**src/logic/sbs_map.svh**
```systemverilog
`ifndef SBS_MAP_SVH
`define SBS_MAP_SVH
// ****************************************
// Register offsets (9-bit data address)
// ****************************************
`define SBS_OFS_INDIRECT     9'h180
`define SBS_OFS_PRESCALE     9'h181
`define SBS_OFS_PCL          9'h182
`define SBS_OFS_STATUS       9'h183
`define SBS_OFS_POINTER      9'h184
`define SBS_OFS_PORTB_DIR    9'h186
`define SBS_OFS_PROGRAM_COUNTER_HIGH_LATCH       9'h18A
`define SBS_OFS_INTCTL       9'h18B
`define SBS_OFS_NVM_CTL      9'h18C
`define SBS_OFS_NVM_UNLOCK   9'h18D
`define SBS_OFS_LOW7         7'h03
// ****************************************
// Status and prescale field positions
// ****************************************
`define SBS_ST_IRP           7
`define SBS_ST_RP_HI         6
`define SBS_ST_RP_LO         5
`define SBS_ST_TO            4
`define SBS_ST_PD            3
`define SBS_ST_Z             2
`define SBS_ST_DC            1
`define SBS_ST_C             0
`define SBS_OPT_PSA          3
// ****************************************
// Reset values
// ****************************************
`define SBS_RST_STATUS_POR   8'h18
`define SBS_RST_PRESCALE     8'hFF
`define SBS_RST_PCL          8'h00
`define SBS_RST_PORTB_DIR    8'hFF
`define SBS_RST_PROGRAM_COUNTER_HIGH_LATCH       5'h00
`define SBS_RST_INTCTL       8'h00
`define SBS_RST_NVM_CTL      8'h00
`define SBS_RST_POINTER      8'h00
`endif

```
**src/logic/sbs_pkg.sv**
```systemverilog
`default_nettype none
package sbs_pkg;
	typedef enum logic [3:0] {
		SBS_FLAG_NONE  = 4'h1,
		SBS_FLAG_Z     = 4'h2,
		SBS_FLAG_ZDCC  = 4'h4,
		SBS_FLAG_C     = 4'h8
	} sbs_flag_mode_t;
	typedef enum logic [3:0] {
		SBS_RST_RUN    = 4'h1,
		SBS_RST_POWER  = 4'h2,
		SBS_RST_OTHER  = 4'h4,
		SBS_RST_HOLD   = 4'h8
	} sbs_reset_state_t;
endpackage
`default_nettype wire

```
**src/logic/sbs_regs.sv**
```systemverilog
// The address-and-strobe port was chosen for this implementation.
`include "sbs_map.svh"
`default_nettype none
module sbs_regs
	import sbs_pkg::*;
(
	input  wire logic        i_core_clk,
	input  wire logic        i_reset,
	input  wire logic        i_power_on_reset,
	input  wire logic        i_external_reset_pin,
	input  wire logic        i_watchdog_timeout,
	input  wire logic        i_watchdog_clear_instr,
	input  wire logic        i_sleep_instr,
	input  wire logic [8:0]  i_addr,
	input  wire logic [7:0]  i_wdata,
	input  wire logic        i_wr,
	input  wire logic        i_rd,
	input  wire logic        i_addr_indirect,
	input  wire logic [6:0]  i_instr_addr,
	input  wire logic        i_alu_valid,
	input  wire logic [3:0]  i_alu_mode,
	input  wire logic        i_alu_sub,
	input  wire logic [7:0]  i_alu_a,
	input  wire logic [7:0]  i_alu_b,
	input  wire logic [7:0]  i_alu_result,
	input  wire logic        i_rot_out_bit,
	input  wire logic        i_clear_status,
	output logic      [7:0]  o_rdata,
	output logic      [8:0]  o_direct_addr,
	output logic      [8:0]  o_target_addr,
	output logic      [7:0]  o_status,
	output logic      [7:0]  o_prescale_cfg,
	output logic             o_timer_zero_unprescaled,
	output logic      [7:0]  o_port_b_direction,
	output logic      [4:0]  o_pc_high_latch,
	output logic      [7:0]  o_pc_low,
	output logic             o_nvm_unlock_strobe,
	output logic      [7:0]  o_nvm_unlock_data
);
	// ****************************************
	// Reset cause synchronisation
	// ****************************************
	logic       por_s1_reg, por_s2_reg, pin_s1_reg, pin_s2_reg;
	logic       wdt_s1_reg, wdt_s2_reg, wdt_d_reg;
	logic       other_rst;
	logic       wdt_evt;
	always_ff @(posedge i_core_clk or posedge i_reset) begin
		if (i_reset) begin
			por_s1_reg <= 1'b1;
			por_s2_reg <= 1'b1;
			pin_s1_reg <= 1'b0;
			pin_s2_reg <= 1'b0;
			wdt_s1_reg <= 1'b0;
			wdt_s2_reg <= 1'b0;
			wdt_d_reg  <= 1'b0;
		end else begin
			por_s1_reg <= i_power_on_reset;
			por_s2_reg <= por_s1_reg;
			pin_s1_reg <= i_external_reset_pin;
			pin_s2_reg <= pin_s1_reg;
			wdt_s1_reg <= i_watchdog_timeout;
			wdt_s2_reg <= wdt_s1_reg;
			wdt_d_reg  <= wdt_s2_reg;
		end
	end
	// Watchdog time-out both clears the expiry flag and resets the core registers
	assign wdt_evt   = wdt_s2_reg & ~wdt_d_reg;
	assign other_rst = (pin_s2_reg | wdt_evt) & ~por_s2_reg;

	// ****************************************
	// Address decoding
	// ****************************************
	function automatic logic [6:0] sbs_low7(input logic [8:0] a);
		sbs_low7 = a[6:0];
	endfunction

	logic [7:0] status_reg, pointer_reg;
	logic [8:0] eff_addr;
	logic       is_indirect;
	assign o_direct_addr = {status_reg[`SBS_ST_RP_HI:`SBS_ST_RP_LO], i_instr_addr};
	assign is_indirect   = (sbs_low7(i_addr) == sbs_low7(`SBS_OFS_INDIRECT));
	// No storage at the indirect port: address comes from the pointer
	assign eff_addr      = is_indirect ? {status_reg[`SBS_ST_IRP], pointer_reg} : i_addr;
	assign o_target_addr = i_addr_indirect ? {status_reg[`SBS_ST_IRP], pointer_reg} : o_direct_addr;

	logic hit_status, wr_status;
	// Status and pointer decode on the low 7 bits so every bank sees them
	assign hit_status = (sbs_low7(eff_addr) == `SBS_OFS_LOW7);
	assign wr_status  = i_wr & hit_status;

	// ****************************************
	// Flag computation
	// ****************************************
	logic [4:0] nib_sum;
	logic [8:0] byte_sum;
	logic [7:0] b_eff;
	logic       flag_op;
	// A flag-writing op owns Z, DC and C, so a software write to them is dropped
	assign flag_op = i_alu_valid & (i_alu_mode inside {SBS_FLAG_Z, SBS_FLAG_ZDCC, SBS_FLAG_C});
	always_comb begin
		// Subtract adds the two's complement, so carries read as inverted borrows
		b_eff    = i_alu_sub ? (~i_alu_b) : i_alu_b;
		nib_sum  = {1'b0, i_alu_a[3:0]} + {1'b0, b_eff[3:0]} + {4'h0, i_alu_sub};
		byte_sum = {1'b0, i_alu_a} + {1'b0, b_eff} + {8'h00, i_alu_sub};
	end

	// ****************************************
	// Status register
	// ****************************************
	logic [7:0] status_next;
	always_comb begin
		status_next = status_reg;
		if (wr_status) begin
			// Expiry and power-down bits never take software data
			status_next[7:5] = i_wdata[7:5];
			if (!flag_op)
				status_next[2:0] = i_wdata[2:0];
		end
		if (i_clear_status) begin
			status_next[7:5] = 3'h0;
			status_next[`SBS_ST_Z] = 1'b1;
		end
		if (i_alu_valid) begin
			case (i_alu_mode)
				SBS_FLAG_Z: begin
					status_next[`SBS_ST_Z] = (i_alu_result == 8'h00);
				end
				SBS_FLAG_ZDCC: begin
					status_next[`SBS_ST_Z]  = (i_alu_result == 8'h00);
					status_next[`SBS_ST_DC] = nib_sum[4];
					status_next[`SBS_ST_C]  = byte_sum[8];
				end
				SBS_FLAG_C: begin
					status_next[`SBS_ST_C] = i_rot_out_bit;
				end
				default: begin
					status_next = status_next;
				end
			endcase
		end
		if (wdt_evt)
			status_next[`SBS_ST_TO] = 1'b0;
		if (i_sleep_instr) begin
			status_next[`SBS_ST_TO] = 1'b1;
			status_next[`SBS_ST_PD] = 1'b0;
		end
		if (i_watchdog_clear_instr) begin
			status_next[`SBS_ST_TO] = 1'b1;
			status_next[`SBS_ST_PD] = 1'b1;
		end
	end

	always_ff @(posedge i_core_clk or posedge i_reset) begin
		if (i_reset) begin
			status_reg <= `SBS_RST_STATUS_POR;
		end else if (por_s2_reg) begin
			status_reg <= `SBS_RST_STATUS_POR;
		end else if (other_rst) begin
			// Bank bits clear; reset-cause and arithmetic flags kept
			status_reg <= {3'h0, status_next[4:0]};
		end else begin
			status_reg <= status_next;
		end
	end

	// ****************************************
	// Plain software registers
	// ****************************************
	function automatic logic hit(input logic [8:0] a, input logic [8:0] ofs);
		hit = (sbs_low7(a) == sbs_low7(ofs));
	endfunction

	logic [7:0] prescale_reg, portb_dir_reg, pcl_reg, intctl_reg, nvm_ctl_reg;
	logic [4:0] program_counter_high_latch_reg;
	always_ff @(posedge i_core_clk or posedge i_reset) begin
		if (i_reset) begin
			prescale_reg  <= `SBS_RST_PRESCALE;
			portb_dir_reg <= `SBS_RST_PORTB_DIR;
			pcl_reg       <= `SBS_RST_PCL;
			program_counter_high_latch_reg    <= `SBS_RST_PROGRAM_COUNTER_HIGH_LATCH;
			intctl_reg    <= `SBS_RST_INTCTL;
			nvm_ctl_reg   <= `SBS_RST_NVM_CTL;
		end else if (por_s2_reg | other_rst) begin
			prescale_reg  <= `SBS_RST_PRESCALE;
			portb_dir_reg <= `SBS_RST_PORTB_DIR;
			pcl_reg       <= `SBS_RST_PCL;
			program_counter_high_latch_reg    <= `SBS_RST_PROGRAM_COUNTER_HIGH_LATCH;
			intctl_reg    <= `SBS_RST_INTCTL;
			nvm_ctl_reg   <= `SBS_RST_NVM_CTL;
		end else if (i_wr) begin
			if (hit(eff_addr, `SBS_OFS_PRESCALE))
				prescale_reg <= i_wdata;
			if (hit(eff_addr, `SBS_OFS_PORTB_DIR))
				portb_dir_reg <= i_wdata;
			if (hit(eff_addr, `SBS_OFS_PCL))
				pcl_reg <= i_wdata;
			if (hit(eff_addr, `SBS_OFS_PROGRAM_COUNTER_HIGH_LATCH))
				program_counter_high_latch_reg <= i_wdata[4:0];
			if (hit(eff_addr, `SBS_OFS_INTCTL))
				intctl_reg <= i_wdata;
			if (hit(eff_addr, `SBS_OFS_NVM_CTL))
				nvm_ctl_reg <= i_wdata;
		end
	end

	// Pointer survives pin and watchdog resets; only i_reset and power-on clear it
	always_ff @(posedge i_core_clk or posedge i_reset) begin
		if (i_reset) begin
			pointer_reg <= `SBS_RST_POINTER;
		end else if (por_s2_reg) begin
			// Power-on in run starts the pointer afresh
			pointer_reg <= `SBS_RST_POINTER;
		end else if (i_wr && !is_indirect && hit(i_addr, `SBS_OFS_POINTER)) begin
			pointer_reg <= i_wdata;
		end
	end

	// ****************************************
	// Unlock strobe, no storage
	// ****************************************
	always_ff @(posedge i_core_clk or posedge i_reset) begin
		if (i_reset) begin
			o_nvm_unlock_strobe <= 1'b0;
			o_nvm_unlock_data   <= 8'h00;
		end else begin
			o_nvm_unlock_strobe <= i_wr & hit(eff_addr, `SBS_OFS_NVM_UNLOCK);
			o_nvm_unlock_data   <= i_wdata;
		end
	end

	// ****************************************
	// Read port
	// ****************************************
	logic [7:0] rd_mux;
	always_comb begin
		rd_mux = 8'h00;
		case (sbs_low7(eff_addr))
			sbs_low7(`SBS_OFS_PRESCALE):  rd_mux = prescale_reg;
			sbs_low7(`SBS_OFS_PCL):       rd_mux = pcl_reg;
			sbs_low7(`SBS_OFS_STATUS):    rd_mux = status_reg;
			sbs_low7(`SBS_OFS_POINTER):   rd_mux = pointer_reg;
			sbs_low7(`SBS_OFS_PORTB_DIR): rd_mux = portb_dir_reg;
			sbs_low7(`SBS_OFS_PROGRAM_COUNTER_HIGH_LATCH):    rd_mux = {3'h0, program_counter_high_latch_reg};
			sbs_low7(`SBS_OFS_INTCTL):    rd_mux = intctl_reg;
			sbs_low7(`SBS_OFS_NVM_CTL):   rd_mux = nvm_ctl_reg;
			default:                      rd_mux = 8'h00;
		endcase
	end

	always_ff @(posedge i_core_clk or posedge i_reset) begin
		if (i_reset) begin
			o_rdata <= 8'h00;
		end else begin
			o_rdata <= i_rd ? rd_mux : 8'h00;
		end
	end

	assign o_status                 = status_reg;
	assign o_prescale_cfg           = prescale_reg;
	assign o_timer_zero_unprescaled = prescale_reg[`SBS_OPT_PSA];
	assign o_port_b_direction       = portb_dir_reg;
	assign o_pc_high_latch          = program_counter_high_latch_reg;
	assign o_pc_low                 = pcl_reg;

	// ****************************************
	// Checks
	// ****************************************
	logic [1:0] sd;
	always_comb sd = {i_alu_valid, i_clear_status};
	flag_override_a: assert property (@(posedge i_core_clk) disable iff (i_reset)
		(i_alu_valid && i_alu_mode == SBS_FLAG_ZDCC && !por_s2_reg && !other_rst)
		|=> status_reg[`SBS_ST_Z] == ($past(i_alu_result) == 8'h00))
		else $error("zero flag not taken from result");
	flag_protect_a: assert property (@(posedge i_core_clk) disable iff (i_reset)
		(!i_sleep_instr && !i_watchdog_clear_instr && !wdt_evt && !por_s2_reg)
		|=> $stable(status_reg[4:3]))
		else $error("expiry or power-down flag changed");
	status_clear_a: assert property (@(posedge i_core_clk) disable iff (i_reset)
		(i_clear_status && !i_alu_valid && !por_s2_reg) |=> status_reg[7:5] == 3'h0 && status_reg[2])
		else $error("status clear wrong");
	indirect_bank_a: assert property (@(posedge i_core_clk) disable iff (i_reset)
		i_addr_indirect |-> o_target_addr[8] == status_reg[7])
		else $error("indirect bank wrong");
	sleep_flags_a: assert property (@(posedge i_core_clk) disable iff (i_reset)
		(i_sleep_instr && !i_watchdog_clear_instr && !por_s2_reg && !other_rst) |=> status_reg[4:3] == 2'b10)
		else $error("sleep flags wrong");
	wdt_flag_a: assert property (@(posedge i_core_clk) disable iff (i_reset)
		(wdt_evt && !i_sleep_instr && !i_watchdog_clear_instr && !por_s2_reg) |=> !status_reg[4])
		else $error("expiry flag not cleared");
	carry_add_a: assert property (@(posedge i_core_clk) disable iff (i_reset)
		(i_alu_valid && i_alu_mode == SBS_FLAG_ZDCC && !i_alu_sub && !por_s2_reg && !other_rst)
		|=> status_reg[0] == (({1'b0, $past(i_alu_a)} + {1'b0, $past(i_alu_b)}) > 9'h0FF))
		else $error("carry wrong");
	unmapped_zero_a: assert property (@(posedge i_core_clk) disable iff (i_reset)
		(i_rd && sbs_low7(i_addr) == 7'h05) |=> o_rdata == 8'h00)
		else $error("unmapped read nonzero");
	psa_rate_a: assert property (@(posedge i_core_clk) disable iff (i_reset)
		(i_wr && hit(eff_addr, `SBS_OFS_PRESCALE) && !por_s2_reg && !other_rst)
		|=> o_timer_zero_unprescaled == $past(i_wdata[`SBS_OPT_PSA]))
		else $error("prescaler assignment wrong");
	direct_bank_a: assert property (@(posedge i_core_clk) disable iff (i_reset)
		(wr_status && !i_clear_status && !por_s2_reg && !other_rst)
		|=> o_direct_addr[8:7] == $past(i_wdata[6:5]))
		else $error("direct bank bits wrong");
	flag_block_a: assert property (@(posedge i_core_clk) disable iff (i_reset)
		(wr_status && i_alu_valid && i_alu_mode == SBS_FLAG_Z && !por_s2_reg)
		|=> status_reg[1:0] == $past(status_reg[1:0]))
		else $error("carry flags took a blocked write");
	zero_only_a: assert property (@(posedge i_core_clk) disable iff (i_reset)
		(i_alu_valid && i_alu_mode == SBS_FLAG_Z && !por_s2_reg)
		|=> status_reg[`SBS_ST_Z] == ($past(i_alu_result) == 8'h00))
		else $error("zero flag wrong");
	digit_carry_a: assert property (@(posedge i_core_clk) disable iff (i_reset)
		(i_alu_valid && i_alu_mode == SBS_FLAG_ZDCC && !i_alu_sub && !por_s2_reg)
		|=> status_reg[1] == (({1'b0, $past(i_alu_a[3:0])} + {1'b0, $past(i_alu_b[3:0])}) > 5'h0F))
		else $error("digit carry wrong");
	borrow_sub_a: assert property (@(posedge i_core_clk) disable iff (i_reset)
		(i_alu_valid && i_alu_mode == SBS_FLAG_ZDCC && i_alu_sub && !por_s2_reg)
		|=> status_reg[0] == ($past(i_alu_a) >= $past(i_alu_b)))
		else $error("inverted borrow wrong");
	rotate_carry_a: assert property (@(posedge i_core_clk) disable iff (i_reset)
		(i_alu_valid && i_alu_mode == SBS_FLAG_C && !por_s2_reg)
		|=> status_reg[0] == $past(i_rot_out_bit))
		else $error("rotate carry wrong");
	status_read_a: assert property (@(posedge i_core_clk) disable iff (i_reset)
		(i_rd && sbs_low7(i_addr) == `SBS_OFS_LOW7) |=> o_rdata == $past(status_reg))
		else $error("status not readable in bank");
	indirect_read_a: assert property (@(posedge i_core_clk) disable iff (i_reset)
		(i_rd && is_indirect && sbs_low7({status_reg[7], pointer_reg}) == sbs_low7(`SBS_OFS_PORTB_DIR))
		|=> o_rdata == $past(portb_dir_reg))
		else $error("indirect read not redirected");
	other_reset_a: assert property (@(posedge i_core_clk) disable iff (i_reset)
		other_rst |=> o_port_b_direction == `SBS_RST_PORTB_DIR && status_reg[7:5] == 3'h0)
		else $error("other reset values wrong");
	keep_pointer_a: assert property (@(posedge i_core_clk) disable iff (i_reset)
		(other_rst && !i_wr) |=> $stable(pointer_reg))
		else $error("pointer lost on other reset");
	latch_five_a: assert property (@(posedge i_core_clk) disable iff (i_reset)
		(i_wr && hit(eff_addr, `SBS_OFS_PROGRAM_COUNTER_HIGH_LATCH) && !por_s2_reg && !other_rst)
		|=> o_pc_high_latch == $past(i_wdata[4:0]))
		else $error("high latch wrong");
	unlock_strobe_a: assert property (@(posedge i_core_clk) disable iff (i_reset)
		(i_wr && hit(eff_addr, `SBS_OFS_NVM_UNLOCK))
		|=> o_nvm_unlock_strobe && o_nvm_unlock_data == $past(i_wdata))
		else $error("unlock strobe missing");
	// ****************************************
	// Covers
	// ****************************************
	sleep_c: cover property (@(posedge i_core_clk) i_sleep_instr);
	sub_c: cover property (@(posedge i_core_clk) i_alu_valid && i_alu_sub);
	clr_c: cover property (@(posedge i_core_clk) sd == 2'b01);
	ind_c: cover property (@(posedge i_core_clk) i_rd && is_indirect);
	wdt_c: cover property (@(posedge i_core_clk) wdt_evt);
endmodule
`default_nettype wire

```
**config.mk**
```make
export PLATFORM = sky130hd
export DESIGN_NAME = sbs_regs
export DESIGN_NICKNAME = d
export VERILOG_FILES = /design/src/logic/sbs_pkg.sv /design/src/logic/sbs_regs.sv
export VERILOG_INCLUDE_DIRS = /design/src /design/src/logic
export SDC_FILE = /design/constraint.sdc
export NUM_CORES = 1
export LEC_CHECK = 0
export ABC_AREA = 1
export BUFFER_PORTS_ARGS = -buffer_cell sky130_fd_sc_hd__buf_2
export CORE_ASPECT_RATIO = 0.8
export CORE_UTILIZATION = 52
export DETAILED_ROUTE_END_ITERATION = 6
export PLACE_DENSITY = 0.77
export SLEW_MARGIN = 20
export SYNTH_ARGS = -nofsm -noshare
export SYNTH_HDL_FRONTEND = slang
export SYNTH_SLANG_ARGS = --single-unit
```
**constraint.sdc**
```tcl
create_clock -name i_core_clk -period 3.9 [get_ports i_core_clk]
set_input_delay 1.17 -clock i_core_clk [delete_from_list [all_inputs] [get_ports i_core_clk]]
set_output_delay 1.17 -clock i_core_clk [all_outputs]
set_load 0.03 [all_outputs]
```
==> flow_summary.toml, run 1 <==
[run_status]
outcome = "finished, final reports clean"

[setup_path]
cp_common_cell = "buf_2"
required_ps = 2730
critPathKind = "in2out"
crit_fanout = 18
worstReg2RegStart = "wdt_s2_reg$_DFF_PP0_"
reg2reg_setup_slack_ps = 1640
arrival_ps = 1870
start_kind = "primary input"
reg2reg_to = "intctl_reg[1]$_DFFE_PP0P_"
worst_r2r_path_depth = 8
end_kind = "output pin"
crit_chain = "buf_2, nor2_1, a21oi_1, buf_2"
crit_slowest_cell = "buf_2"
max_stage_delay_ps = 270

[grt]
grt_max_degree = 38
grt_pass1_wl_um = 20200
grt_pass1_vias = 3934
antenna_found_initial = 0
track_usage_pct = 29.7
overflow = 0

[pwr]
power.share.sequential_pct = 50.1
power.switching_mw = 0.553
p_clk_share_pct = 33.2
internal_power_mw = 1.34
power_frac_comb_pct = 16.6
irDropWorstVdd_uv = 211
leakagePower_nw = 2.74
totalPowerFinal_mw = 1.90
p_per_area_mw_per_mm2 = 355
swShare_pct = 29.2

[logic_synthesis]
synth_fp_nets = 607
synth_area_mm2 = 0.00446
yosysTopAreaCell = "dfrtp_1"
yosysTopAreaCellShare_pct = 36.5
synth.area.top_cells = "dfrtp_1 37%, dfstp_2 12%, nand2_1 10%"
synth_warnings = 0
synth.avg_cell_area_um2 = 8.34
ys_types = 36
yosysSeqAreaShare_pct = 48.3
synth_cells = 534
synth-seq-cells = 85

[timing]
timing.final.crit_share_pct = 77.8
layout_min_cycle_time_ps = 3040
drv_slew = 0
max_slew.worst_pin.slew_ps = 773
hold-worst-slack_ps = 354
slew_headroom_pct = 48.3
fin_skew_ps = 11.3
hold_viol = 0
setup_tns_ps = 0
setup_viol = 0
rsz0062_at_grt = "no"
fmax_mhz = 329

[final_layout]
seq_area_mm2 = 0.00215
nets = 732
num_antenna_cells = 0
area_delta_synth_final_pct = 19.8
utilization_pct = 65.7
fill_cells = 737
drive_gt1_share_pct = 31.5
multi_input_area_mm2 = 0.00198

[cts]
tritoncts = "yes"
insertion_delay_ps = 350
cts_sinks = 85
ctsHoldBuffers = 0
root_buffer = "clkbuf_8"
cts_resized = 0
h-tree-depth = 3
cts_buffer_depth = 2
path_clk_slew_ps = 80
cts_setup_buffers = 0
numCtsBuffers = 9

[placement]
port_buffers = 136
gp_congestion = 0.939
dp_hpwl_um = 9570

[detailed_routing]
post_drt_wl_per_cell_um = 16.3
ant_nets = 0
routed_wl_um = 12600
viasPerCell = 5.47
dr.pass1.iters = 5
route.detailed.drc = 0
drtIter0Drc = 298
dr_total_vias = 4221

[floorplan]
dieWidth_um = 105
core_area_mm2 = 0.00813
ioPinCount = 139
start_util_pct = 54.8
die_y_um = 84.8
dieArea_mm2 = 0.00895
row_count = 29

[hold_path]
hp-start = "wdt_s1_reg$_DFF_PP0_"
holdPathStages = 0
min_path_type = "reg2reg"
min_to = "wdt_s2_reg$_DFF_PP0_"

[run]
maxCapViolCount = 0
metal layers:
| layer | GRT usage (%) | routed length (um) |
|---|---|---|
| met2 | 46.0 | 5620 |
| met3 | 7.22 | 1180 |
| met5 | 0 | 0 |
| met4 | 10.2 | 333 |
| met1 | 41.1 | 5440 |
worst max path at each step:
stage / end / start / depth (start not counted) / slack [ps]
after floorplan: o_target_addr[7] / i_addr_indirect / 3 / 480
after global placement: o_rdata[2]$_DFF_PP0_ / i_addr[5] / 11 / 720
after detailed placement: o_rdata[2]$_DFF_PP0_ / i_addr[5] / 11 / 700
after CTS: o_target_addr[3] / i_addr_indirect / 4 / 870
after global routing: o_target_addr[2] / i_addr_indirect / 4 / 750
final: o_target_addr[3] / i_addr_indirect / 4 / 860
critical path: cells and delay by family:
family                 cells  cell delay (ps)
and+or+nand+nor            1              100
AOI/OAI and AO/OA          1              110
buffers and inverters      2              480
stage by stage:
stage                     cells  area [um^2]  worst slack, ps
after global routing        772         5340              755
after global placement      756         5130              721
after CTS                   772         5340              867
final                       772         5340              865
after floorplan             534         4460              475
after detailed placement    756         5130              699
placed cells by master (no fill, tap or decap):
| cell type | Yosys | routed |
|---|---|---|
| clkbuf_16 | 0 | 2 |
| nand2_4 | 1 | 1 |
| nand3_4 | 1 | 1 |
| nor3_1 | 4 | 4 |
| dfstp_2 | 20 | 20 |
| nand4_2 | 1 | 1 |
| inv_1 | 36 | 35 |
| o21ai_4 | 2 | 2 |
| ha_1 | 7 | 7 |
| dfrtp_1 | 65 | 65 |
| inv_4 | 1 | 2 |
| clkbuf_8 | 0 | 10 |
| xor2_1 | 7 | 7 |
| a21oi_2 | 2 | 2 |
| nor4_1 | 3 | 3 |
| nand2_2 | 8 | 8 |
| nand3b_1 | 1 | 1 |
| o21ai_1 | 24 | 24 |
| a31oi_2 | 3 | 3 |
| clkbuf_1 | 7 | 2 |
| nand3_1 | 38 | 38 |
| nand2_1 | 122 | 122 |
| nor2_2 | 1 | 1 |
| buf_2 | 2 | 136 |
| a21oi_4 | 2 | 2 |
| nor2_4 | 3 | 3 |
| clkinv_2 | 0 | 2 |
| nor2_8 | 5 | 5 |
| o21ai_0 | 34 | 34 |
| clkinv_1 | 1 | 1 |
| buf_4 | 14 | 3 |
| a21oi_1 | 37 | 37 |
| or2_2 | 1 | 1 |
| nand4_1 | 5 | 5 |
| inv_2 | 4 | 4 |
| o22ai_1 | 2 | 2 |
| o21a_1 | 1 | 1 |
| nor2_1 | 67 | 67 |
synthesized netlist by cell type:
library cell,number
nand2_1,122
nor2_1,67
dfrtp_1,65
nand3_1,38
a21oi_1,37
inv_1,36
o21ai_0,34
o21ai_1,24
dfstp_2,20
buf_4,14
nand2_2,8
clkbuf_1,7
ha_1,7
xor2_1,7
nand4_1,5
nor2_8,5
inv_2,4
nor3_1,4
a31oi_2,3
nor2_4,3
nor4_1,3
a21oi_2,2
a21oi_4,2
buf_2,2
buf_6,2
o21ai_4,2
o22ai_1,2
clkinv_1,1
inv_4,1
nand2_4,1
nand3_4,1
nand3b_1,1
nand4_2,1
nor2_2,1
o21a_1,1
or2_2,1
final cells by class:
type	instances	area share [%]
flip-flops and latches	85	40.3
repair buffers	139	13.2
multi-input cells	382	37.1
clock inverters	2	0.211
clock buffers	14	3.66
well taps	108	2.53
inverters	42	3.02
power groups by stage:
stage | Clock, mW | Combinational [mW] | Sequential (mW)
after global placement | 0 | 0.306 | 0.965
after detailed placement | 0 | 0.314 | 0.966
after global routing | 0.680 | 0.344 | 0.955
final | 0.630 | 0.315 | 0.950
after CTS | 0.641 | 0.315 | 0.950
after floorplan | 0 | 0.167 | 1.00
cells by family after synthesis:
| family | Yosys count | synth area share, % |
|---|---|---|
| adders and majority gates | 7 | 1.97 |
| DFF | 85 | 48.3 |
| buffers and inverters | 67 | 7.27 |
| xor gates and xnor gates | 7 | 1.38 |
| and+or+nand+nor | 261 | 27.3 |
| AOI/OAI and AO/OA | 107 | 13.8 |
Power figures use the tool's default switching activity.
==> run 2: changes to the inputs <==
--- a/config.mk
+++ b/config.mk
@@ -6,7 +6,7 @@
 export SDC_FILE = /design/constraint.sdc
 export NUM_CORES = 1
 export LEC_CHECK = 0
-export ABC_AREA = 1
+export ABC_AREA = 0
 export BUFFER_PORTS_ARGS = -buffer_cell sky130_fd_sc_hd__buf_2
 export CORE_ASPECT_RATIO = 0.8
 export CORE_UTILIZATION = 52
==> constraint.sdc (replaced) <==
create_clock -name i_core_clk -period 2.9 [get_ports i_core_clk]
set_input_delay 0.87 -clock i_core_clk [delete_from_list [all_inputs] [get_ports i_core_clk]]
set_output_delay 0.87 -clock i_core_clk [all_outputs]
set_load 0.03 [all_outputs]
==> run 2 against run 1 <==
Sequential cell count did not move. Sequential share of layout area fell by 2.0 points. Combinational power rose by 2%. Clock-buffer cell count fell by 5. Clock power rose by 48%. Sequential power rose by 27%. Worst setup slack got worse by 500 ps. Synthesized cell count fell by 20%. Cell count fell by 12%. Synthesized area rose by 0.93%. Utilization rose by 3.1 points. Largest power group unchanged.
==> flow_summary.toml, run 2 <==
[grt]
grt_pass1_wl_um = 21600
overflow = 0
grt_pass1_vias = 4043
track_usage_pct = 31.4
antenna_found_initial = 0
grt_max_degree = 63

[setup_path]
arrival_ps = 1670
worst_r2r_path_depth = 7
cp_common_cell = "buf_2"
crit_slowest_cell = "mux2_2"
crit_chain = "buf_2, mux2_2, buf_2"
crit_end = "o_target_addr[7]"
path_delay_family = "buffers and inverters"
reg2reg_setup_slack_ps = 630
required_ps = 2030
critPathBufInv = 2
start_kind = "primary input"
critPathKind = "in2out"
max_stage_delay_ps = 380
startpoint = "i_addr_indirect"
worstReg2RegStart = "pointer_reg[4]$_DFFE_PP0P_"
worst-path-stages = 3
reg2reg_to = "o_port_b_direction[4]$_DFFE_PP1P_"
end_kind = "output pin"
crit_fanout = 9

[cts]
tritoncts = "yes"
numCtsBuffers = 9
h-tree-depth = 3
cts_setup_buffers = 0
path_clk_slew_ps = 100
cts_buffer_depth = 2
ctsHoldBuffers = 0
root_buffer = "clkbuf_8"
insertion_delay_ps = 370
cts_resized = 0
cts_sinks = 85

[timing]
max_slew.worst_pin.slew_ps = 560
fin_skew_ps = 13.3
hold_viol = 0
drv_slew = 0
fmax_mhz = 394
layout_min_cycle_time_ps = 2540
setup_tns_ps = 0
timing.final.crit_share_pct = 87.4
final.setup.worst_slack_ps = 364
rsz0062_at_grt = "no"
slew_headroom_pct = 62.7
setup_viol = 0

[pwr]
leakagePower_nw = 2.82
irDropWorstVdd_uv = 319
p_per_area_mw_per_mm2 = 439

[final_layout]
seq_area_mm2 = 0.00215
fill_cells = 681
area_delta_synth_final_pct = 24.9
num_antenna_cells = 0
multi_input_area_mm2 = 0.00213
drive_gt1_share_pct = 39.0
layout_common_cells = "136 x buf_2, 65 x dfrtp_1, 61 x mux2i_1"
layout_commonest_cell = "buf_2"
nets = 642

[detailed_routing]
route.detailed.drc = 0
ant_nets = 0
viasPerCell = 5.92
dr_total_vias = 4035
dr.pass1.iters = 5
post_drt_wl_per_cell_um = 19.3
routed_wl_um = 13100
drtIter0Drc = 227

[logic_synthesis]
synth_ff_type = "dfrtp_1"
synth_area_mm2 = 0.00450
synth-seq-cells = 85
synth_fp_nets = 499
synth_edf_count = 0
synth.area.top_cells = "dfrtp_1 36%, mux2i_1 14%, dfstp_2 12%"
yosysTopAreaCell = "dfrtp_1"
ys_types = 57
synth.most_common_cell = "dfrtp_1"
synth_cells = 426
synth_warnings = 0
yosysTopAreaCellShare_pct = 36.2
synth.avg_cell_area_um2 = 10.6
async_reset_ff_share_pct = 100
yosysSeqAreaShare_pct = 47.9
synthTopCellsByCount = "65 x dfrtp_1, 61 x mux2i_1, 51 x nor2_1"

[floorplan]
row_count = 29
dieWidth_um = 106
core_area_mm2 = 0.00816
die_y_um = 85.2
ioPinCount = 139
dieArea_mm2 = 0.00903
start_util_pct = 55.1

[placement]
dp_hpwl_um = 9620
pre_cts_ws_ps = 65.6
port_buffers = 136
gp_congestion = 0.905

[hold_path]
min_path_type = "reg2reg"

[run_status]
outcome = "finished, final reports clean"

[run]
maxCapViolCount = 0
run 2: logic make-up after synthesis:
kind of cell               synth area share (%)
AOI/OAI and AO/OA                          12.7
xor gates and xnor gates                   1.75
muxes                                      16.1
and+or+nand+nor                            14.9
adders and majority gates                  1.95
DFF                                        47.9
buffers and inverters                      4.81
run 2: metal layers:
metal	track usage, %	part of all wire [%]	up-vias
met5	0	0	-
met1	44.3	44	1950
li1	-	-	1822
met4	10.2	2.3	0
met2	48.8	45	230
met3	6.30	8.8	33
run 2: power by group:
part	total, mW	internal [mW]	switching [mW]
sequential	1.21	1.20	0.0105
clock	0.934	0.429	0.505
combinational	0.321	0.117	0.203
total	2.47	1.75	0.719
run 2: cell type report:
class	instances	share of cell area (%)
Multi-Input combinational cell	300	37.9
Clock buffer	9	2.21
Inverter	7	0.535
Timing Repair Buffer	166	16.8
Sequential cell	85	38.3
Clock inverter	7	1.83
Tap cell	108	2.41
run 2: how the worst min path moves through the flow:
stage	slack, ps	startpoint	depth (start not counted)	endpoint
4_1_cts	360	pin_s1_reg$_DFF_PP0_	0	pin_s2_reg$_DFF_PP0_
3_3_place_gp	330	pin_s1_reg$_DFF_PP0_	0	pin_s2_reg$_DFF_PP0_
3_5_place_dp	330	pin_s1_reg$_DFF_PP0_	0	pin_s2_reg$_DFF_PP0_
6_report	360	pin_s1_reg$_DFF_PP0_	0	pin_s2_reg$_DFF_PP0_
2_1_floorplan	330	pin_s1_reg$_DFF_PP0_	0	pin_s2_reg$_DFF_PP0_
5_1_grt	360	pin_s1_reg$_DFF_PP0_	0	pin_s2_reg$_DFF_PP0_
run 2: per-stage QoR:
stage	power, mW	util (%)	area, um^2	std cells	hold slack, ps
detailed placement	1.55	66.0	5390	666	335
global placement	1.54	66.0	5390	666	333
global route	2.56	68.8	5620	682	364
finish	2.47	68.8	5620	682	358
CTS	2.48	68.8	5620	682	359
floorplan	1.42	-	4500	426	331
